**src/rtl/mssx_cfg.svh**
```systemverilog
// Constants for the swap, skip, table read and exclusive-or execution unit.
`ifndef MSSX_CFG_SVH
`define MSSX_CFG_SVH
`define MSSX_DATA_W      8
`define MSSX_ROM_W       15
`define MSSX_PAGE_W      4
`define MSSX_PTR_W       8
`define MSSX_BIT_W       3
`define MSSX_LAST_PAGE   4'hF
`define MSSX_ACC_RST     8'h00
`define MSSX_TABLE_HIGH_BYTE_RST    7'h00
`define MSSX_BYTE_ZERO   8'h00
`define MSSX_LOW_LSB     0
`define MSSX_LOW_MSB     7
`define MSSX_HIGH_LSB    8
`define MSSX_HIGH_MSB    14
`define MSSX_NIB_LO_MSB  3
`define MSSX_NIB_HI_LSB  4
`endif

```
**src/rtl/mssx_pkg.sv**
```systemverilog
// Types for the swap, skip, table read and exclusive-or execution unit.
package mssx_pkg;
	typedef enum logic [3:0] {
		MSSX_OP_NOP,
		MSSX_OP_NIBBLE_SWAP_TO_ACC,
		MSSX_OP_SKIP_IF_ZERO,
		MSSX_OP_SKIP_IF_ZERO_MOVE_ACC,
		MSSX_OP_SKIP_IF_BIT_CLEAR,
		MSSX_OP_TABLE_READ_CURRENT_PAGE,
		MSSX_OP_TABLE_READ_LAST_PAGE,
		MSSX_OP_XOR_TO_ACC,
		MSSX_OP_XOR_TO_MEMORY,
		MSSX_OP_XOR_IMMEDIATE
	} mssx_op_type;

	typedef enum {
		MSSX_ST_IDLE,
		MSSX_ST_DUMMY,
		MSSX_ST_TABLE_WAIT
	} mssx_state_type;
endpackage : mssx_pkg

```
**src/rtl/mssx_exec.sv**
```systemverilog
// Execution unit for nibble swap, zero skips, table reads and exclusive-or forms.
//
// Summary of operation
// - Swap data byte nibbles into accumulator only.
// - Skip next instruction when data byte zero.
// - Copy byte to accumulator, skip when zero.
// - Skip next instruction when selected bit clear.
// - Taken skip inserts dummy, costing two cycles.
// - Current page table read to memory, high.
// - Last page table read to memory, high.
// - Accumulator xor memory into accumulator, zero flag.
// - Accumulator xor memory into memory, zero flag.
// - Accumulator xor immediate into accumulator, zero flag.
`timescale 1ns/1ns
`default_nettype none
`include "mssx_cfg.svh"

module mssx_exec #(
	parameter int DATA_W = `MSSX_DATA_W,
	parameter int ROM_W  = `MSSX_ROM_W,
	parameter int PAGE_W = `MSSX_PAGE_W,
	parameter int PTR_W  = `MSSX_PTR_W
) (
	input  wire logic                    CORE_CLK_IN,
	input  wire logic                    RST_N_IN,
	input  wire logic                    EXEC_VALID_IN,
	input  wire mssx_pkg::mssx_op_type   OP_IN,
	input  wire logic [DATA_W-1:0]       MEM_DATA_IN,
	input  wire logic [`MSSX_BIT_W-1:0]  BIT_SEL_IN,
	input  wire logic [DATA_W-1:0]       IMM_IN,
	input  wire logic [PTR_W-1:0]        TABLE_POINTER_IN,
	input  wire logic [PAGE_W-1:0]       CUR_PAGE_IN,
	input  wire logic [ROM_W-1:0]        ROM_DATA_IN,
	input  wire logic                    ROM_VALID_IN,
	output logic [DATA_W-1:0]            ACC_OUT,
	output logic                         ZERO_FLAG_OUT,
	output logic                         MEM_WR_OUT,
	output logic [DATA_W-1:0]            MEM_WDATA_OUT,
	output logic [ROM_W-DATA_W-1:0]      TABLE_HIGH_BYTE_OUT,
	output logic                         ROM_REQ_OUT,
	output logic [PAGE_W+PTR_W-1:0]      ROM_ADDR_OUT,
	output logic                         SKIP_OUT,
	output logic                         BUSY_OUT,
	output logic                         DONE_OUT
);
	import mssx_pkg::*;

	mssx_state_type                 state_r;
	mssx_state_type                 state_nxt;
	logic [DATA_W-1:0]              acc_r;
	logic [DATA_W-1:0]              acc_nxt;
	logic                           zero_r;
	logic                           zero_nxt;
	logic                           mem_wr_r;
	logic                           mem_wr_nxt;
	logic [DATA_W-1:0]              mem_wdata_r;
	logic [DATA_W-1:0]              mem_wdata_nxt;
	logic [ROM_W-DATA_W-1:0]        table_high_byte_r;
	logic [ROM_W-DATA_W-1:0]        table_high_byte_nxt;
	logic                           rom_req_r;
	logic                           rom_req_nxt;
	logic [PAGE_W+PTR_W-1:0]        rom_addr_r;
	logic [PAGE_W+PTR_W-1:0]        rom_addr_nxt;
	logic                           skip_r;
	logic                           skip_nxt;
	logic                           busy_r;
	logic                           busy_nxt;
	logic                           done_r;
	logic                           done_nxt;
	logic [DATA_W-1:0]              xor_mem;
	logic [DATA_W-1:0]              xor_imm;

	// Zero test shared by the two zero skips and the zero flag update.
	function automatic logic is_zero(input logic [DATA_W-1:0] value);
		is_zero = (value == `MSSX_BYTE_ZERO);
	endfunction : is_zero

	assign xor_mem = acc_r ^ MEM_DATA_IN;
	assign xor_imm = acc_r ^ IMM_IN;

	always_comb begin
		state_nxt     = state_r;
		acc_nxt       = acc_r;
		zero_nxt      = zero_r;
		mem_wr_nxt    = 1'b0;
		mem_wdata_nxt = mem_wdata_r;
		table_high_byte_nxt      = table_high_byte_r;
		rom_req_nxt   = rom_req_r;
		rom_addr_nxt  = rom_addr_r;
		skip_nxt      = 1'b0;
		busy_nxt      = busy_r;
		done_nxt      = 1'b0;
		case (state_r)
			MSSX_ST_IDLE: begin
				busy_nxt = 1'b0;
				if (EXEC_VALID_IN) begin
					case (OP_IN)
						MSSX_OP_NIBBLE_SWAP_TO_ACC: begin
							acc_nxt  = {MEM_DATA_IN[`MSSX_NIB_LO_MSB:0],
								MEM_DATA_IN[DATA_W-1:`MSSX_NIB_HI_LSB]};
							done_nxt = 1'b1;
						end
						MSSX_OP_SKIP_IF_ZERO: begin
							if (is_zero(MEM_DATA_IN)) begin
								skip_nxt  = 1'b1;
								busy_nxt  = 1'b1;
								state_nxt = MSSX_ST_DUMMY;
							end else begin
								done_nxt = 1'b1;
							end
						end
						MSSX_OP_SKIP_IF_ZERO_MOVE_ACC: begin
							acc_nxt = MEM_DATA_IN;
							if (is_zero(MEM_DATA_IN)) begin
								skip_nxt  = 1'b1;
								busy_nxt  = 1'b1;
								state_nxt = MSSX_ST_DUMMY;
							end else begin
								done_nxt = 1'b1;
							end
						end
						MSSX_OP_SKIP_IF_BIT_CLEAR: begin
							if (!MEM_DATA_IN[BIT_SEL_IN]) begin
								skip_nxt  = 1'b1;
								busy_nxt  = 1'b1;
								state_nxt = MSSX_ST_DUMMY;
							end else begin
								done_nxt = 1'b1;
							end
						end
						MSSX_OP_TABLE_READ_CURRENT_PAGE: begin
							rom_addr_nxt = {CUR_PAGE_IN, TABLE_POINTER_IN};
							rom_req_nxt  = 1'b1;
							busy_nxt     = 1'b1;
							state_nxt    = MSSX_ST_TABLE_WAIT;
						end
						MSSX_OP_TABLE_READ_LAST_PAGE: begin
							rom_addr_nxt = {`MSSX_LAST_PAGE, TABLE_POINTER_IN};
							rom_req_nxt  = 1'b1;
							busy_nxt     = 1'b1;
							state_nxt    = MSSX_ST_TABLE_WAIT;
						end
						MSSX_OP_XOR_TO_ACC: begin
							acc_nxt  = xor_mem;
							zero_nxt = is_zero(xor_mem);
							done_nxt = 1'b1;
						end
						MSSX_OP_XOR_TO_MEMORY: begin
							mem_wdata_nxt = xor_mem;
							mem_wr_nxt    = 1'b1;
							zero_nxt      = is_zero(xor_mem);
							done_nxt      = 1'b1;
						end
						MSSX_OP_XOR_IMMEDIATE: begin
							acc_nxt  = xor_imm;
							zero_nxt = is_zero(xor_imm);
							done_nxt = 1'b1;
						end
						default: begin
							done_nxt = 1'b1;
						end
					endcase
				end
			end
			// The instruction fetched behind a taken skip is discarded here, so any
			// request presented in this cycle is ignored rather than executed.
			MSSX_ST_DUMMY: begin
				busy_nxt  = 1'b0;
				done_nxt  = 1'b1;
				state_nxt = MSSX_ST_IDLE;
			end
			// The wait has no timeout; a program memory that never answers stalls the unit.
			MSSX_ST_TABLE_WAIT: begin
				if (ROM_VALID_IN) begin
					mem_wdata_nxt = ROM_DATA_IN[`MSSX_LOW_MSB:`MSSX_LOW_LSB];
					table_high_byte_nxt      = ROM_DATA_IN[`MSSX_HIGH_MSB:`MSSX_HIGH_LSB];
					mem_wr_nxt    = 1'b1;
					rom_req_nxt   = 1'b0;
					busy_nxt      = 1'b0;
					done_nxt      = 1'b1;
					state_nxt     = MSSX_ST_IDLE;
				end
			end
			default: begin
				state_nxt = MSSX_ST_IDLE;
			end
		endcase
	end

	always_ff @(posedge CORE_CLK_IN) begin
		if (!RST_N_IN) begin
			state_r     <= MSSX_ST_IDLE;
			acc_r       <= `MSSX_ACC_RST;
			zero_r      <= 1'b0;
			mem_wr_r    <= 1'b0;
			mem_wdata_r <= `MSSX_BYTE_ZERO;
			table_high_byte_r      <= `MSSX_TABLE_HIGH_BYTE_RST;
			rom_req_r   <= 1'b0;
			rom_addr_r  <= '0;
			skip_r      <= 1'b0;
			busy_r      <= 1'b0;
			done_r      <= 1'b0;
		end else begin
			state_r     <= state_nxt;
			acc_r       <= acc_nxt;
			zero_r      <= zero_nxt;
			mem_wr_r    <= mem_wr_nxt;
			mem_wdata_r <= mem_wdata_nxt;
			table_high_byte_r      <= table_high_byte_nxt;
			rom_req_r   <= rom_req_nxt;
			rom_addr_r  <= rom_addr_nxt;
			skip_r      <= skip_nxt;
			busy_r      <= busy_nxt;
			done_r      <= done_nxt;
		end
	end

	assign ACC_OUT             = acc_r;
	assign ZERO_FLAG_OUT       = zero_r;
	assign MEM_WR_OUT          = mem_wr_r;
	assign MEM_WDATA_OUT       = mem_wdata_r;
	assign TABLE_HIGH_BYTE_OUT = table_high_byte_r;
	assign ROM_REQ_OUT         = rom_req_r;
	assign ROM_ADDR_OUT        = rom_addr_r;
	assign SKIP_OUT            = skip_r;
	assign BUSY_OUT            = busy_r;
	assign DONE_OUT            = done_r;
endmodule : mssx_exec
`default_nettype wire

```
**config.mk**
```make
export PLATFORM = sky130hd
export DESIGN_NAME = mssx_exec
export DESIGN_NICKNAME = d
export VERILOG_FILES = /design/src/rtl/mssx_pkg.sv /design/src/rtl/mssx_exec.sv
export VERILOG_INCLUDE_DIRS = /design/src /design/src/rtl
export SDC_FILE = /design/constraint.sdc
export NUM_CORES = 1
export LEC_CHECK = 0
export BUFFER_PORTS_ARGS = -buffer_cell sky130_fd_sc_hd__buf_4
export CAP_MARGIN = 25
export CORE_ASPECT_RATIO = 0.75
export CORE_MARGIN = 1
export CORE_UTILIZATION = 40
export DETAILED_ROUTE_END_ITERATION = 10
export GPL_TIMING_DRIVEN = 1
export PLACE_DENSITY = 0.66
export SYNTH_ARGS = -nofsm -noshare
export SYNTH_HDL_FRONTEND = slang
export SYNTH_SLANG_ARGS = --single-unit
```
**constraint.sdc**
```tcl
create_clock -name CORE_CLK_IN -period 2.5 [get_ports CORE_CLK_IN]
set_clock_uncertainty 0.1 [all_clocks]
set_input_delay 0.375 -clock CORE_CLK_IN [delete_from_list [all_inputs] [get_ports CORE_CLK_IN]]
set_output_delay 0.375 -clock CORE_CLK_IN [all_outputs]
set_load 0.005 [all_outputs]
```
==> impl_metrics.json <==
{
  "status": "finished, final reports clean",
  "cp.arrival_ns": 2.24,
  "clkTransAtPathRegs_ns": 0.09,
  "rsz0062_at_grt": "false",
  "layout.cells.most_common": "buf_4",
  "die_w_um": 96.5,
  "synth_warnings": 0,
  "synthesis.area_mm2": 0.00268,
  "die-height_um": 72.9,
  "cts_tree": "built",
  "worst_hold_slack_ns": 0.228,
  "finalHoldViolCount": 0,
  "finalSetupViolCount": 0,
  "design.die.area_mm2": 0.00703,
  "cp_max_fo": 8,
  "rows": 25,
  "grt_max_degree": 46,
  "synth_top_area_cell": "dfxtp_1",
  "synth_top_cell_area_share_pct": 32.1,
  "gp_congestion": 0.834,
  "peakVddDrop_mv": 0.232,
  "final_cell_mix": "buf_4 (100), nand2_1 (63), dfxtp_1 (43), a21boi_0 (18), a22o_1 (16)",
  "dp.cells": 486,
  "min_path_type": "input port to flop",
  "max_freq_ghz": 0.468,
  "async_flop_share_pct": 0,
  "power_leakage_nw": 1.51,
  "min_delay_path_depth": 3,
  "synth-seq-cells": 43,
  "report.final.slew_viol_count": 0,
  "routed_via_density": 5.54,
  "period_share_pct": 85.5,
  "finalWirelength_mm": 7.61,
  "syn_to_final_growth_pct": 31.5,
  "power_frac_seq_pct": 43.9,
  "syn_area_per_cell_um2": 8.04,
  "switchingPower_mw": 0.479,
  "core_area_mm2": 0.00638,
  "dp_hpwl_mm": 5.62,
  "combPwrFrac_pct": 22.7,
  "antenna_found_initial": 0,
  "finalNonFillerCells": 494,
  "numCtsBuffers": 5,
  "clock_sinks": 43,
  "yosysSeqAreaShare_pct": 32.1,
  "routedWlPerCell_um": 15.4,
  "fin_crit_ns": 2.14,
  "swShare_pct": 28.5,
  "worst-slew-pin-transition_ns": 0.871,
  "grtUsageTotal_pct": 21.7,
  "reg2reg_depth": 7,
  "drcViolationCount": 0,
  "worst_setup_path_start_kind": "flop",
  "antenna_left": 0,
  "syn-num-nets": 391,
  "synthCells": 333,
  "first_pass_iters": 5,
  "post_cts_buffers": 0,
  "vias": 2739,
  "finalPower_mw": 1.68,
  "cap_violations": 0,
  "critPathKind": "flop to flop",
  "drt-initial-drc-count": 178,
  "relSlewSlack_pct": 41.8,
  "grt_pass1_vias": 2283,
  "cts_resized": 0,
  "synth_edf_count": 0,
  "ios": 95,
  "p_per_area_mw_per_mm2": 476,
  "initial_utilization_pct": 42.0,
  "io_buffers": 94,
  "h-tree-depth": 2,
  "clkPwrFrac_pct": 33.4,
  "overflow": 0,
  "cts_max_path_buffers": 2,
  "drive_above_1_share_pct": 27.1,
  "root_buffer": "clkbuf_8",
  "crit_required_ns": 2.60,
  "synthFlopType": "dfxtp_1",
  "insertedDiodeCount": 0,
  "synth_cell_type_count": 43,
  "synthTopCellsByArea": "dfxtp_1 (32%), nand2_1 (8.8%), a22o_1 (5.2%)",
  "cts_hold_buf": 0,
  "clkLatencyLatePin_ns": 0.30,
  "nets": 470,
  "timing.setup.tns_ns": 0,
  "grt_pass1_wl_mm": 11.8,
  "p_int_mw": 1.20,
  "critPathCaptureType": "flop"
}
-- state kept, by name, indices dropped and copies added, names as in the netlist --
signal               flops
state_r                  2
BUSY_OUT                 1
ROM_ADDR_OUT            12
ZERO_FLAG_OUT            1
DONE_OUT                 1
ROM_REQ_OUT              1
TABLE_HIGH_BYTE_OUT      7
ACC_OUT                  8
MEM_WR_OUT               1
SKIP_OUT                 1
MEM_WDATA_OUT            8
-- synth_stat cells (all sizes together), types with 5 or more instances --
library cell	instances
o22ai	8
a22o	16
nand4	11
a22oi	8
xor2	9
a21boi	18
nand3	5
a21oi	12
mux2i	13
o211a	9
dfxtp	43
nor2	8
nor3b	7
o21ai	15
nor2b	13
clkbuf	25
xnor2	8
nand2	63
-- worst paths after layout --
kind	slack [ns]	to	from
worst max-delay path	0.36	MEM_WDATA_OUT[1]	state_r[0]
worst min-delay path	0.23	ROM_ADDR_OUT[2]	TABLE_POINTER_IN[2]
worst max register to register	0.36	MEM_WDATA_OUT[1]	state_r[0]
worst min register to register	0.37	ROM_ADDR_OUT[2]	ROM_ADDR_OUT[2]
-- per-layer routing --
| metal | part of all wire, % | track usage [%] |
|---|---|---|
| met4 | 0.51 | 3.92 |
| met2 | 43 | 31.1 |
| met1 | 48 | 33.8 |
| met5 | 0 | 0 |
| met3 | 7.9 | 3.85 |
-- critical path: stages, from the launching register on --
cell     delay, ns
dfxtp_1       0.36
inv_1         0.09
ha_1          0.29
nand2_1       0.14
or3_4         0.40
a21oi_4       0.36
mux2i_1       0.24
nor2b_1       0.06
-- power by group through the flow --
| stage | registers (mW) | clock network, mW | logic [mW] |
|---|---|---|---|
| 3_3_place_gp | 0.750 | 0 | 0.373 |
| 5_1_grt | 0.740 | 0.607 | 0.418 |
| 6_report | 0.736 | 0.560 | 0.381 |
| 2_1_floorplan | 0.750 | 0 | 0.219 |
| 4_1_cts | 0.736 | 0.574 | 0.379 |
| 3_5_place_dp | 0.752 | 0 | 0.378 |
-- kinds of logic after synthesis --
group / Yosys count / share of synthesized area, %
XOR/XNOR: 17 / 5.56
buffers and inverters: 30 / 4.77
AO/OA/AOI/OAI: 94 / 25.7
adder cells (fa/ha/maj): 4 / 1.87
AND/OR/NAND/NOR: 132 / 25.1
flip-flops: 43 / 32.1
multiplexers: 13 / 4.86
-- layout make-up --
cell class              instances  area (um^2)
clock buffers                   5         68.8
clock inverters                 3         43.8
fillers                       600         2860
inverters                       2         7.51
multi-input cells             260         1690
flip-flops and latches         43          861
well taps                      81          101
repair buffers                100          751
-- through the flow --
| step | cell area [um^2] | worst slack, ns | util [%] |
|---|---|---|---|
| 2_1_floorplan | 2680 | 0.371 | - |
| 3_3_place_gp | 3410 | 0.346 | 53.4 |
| 3_5_place_dp | 3410 | 0.304 | 53.4 |
| 4_1_cts | 3520 | 0.357 | 55.2 |
| 5_1_grt | 3520 | 0.189 | 55.2 |
| 6_report | 3520 | 0.362 | 55.2 |
Note: power is estimated with default switching activity, not from simulation.
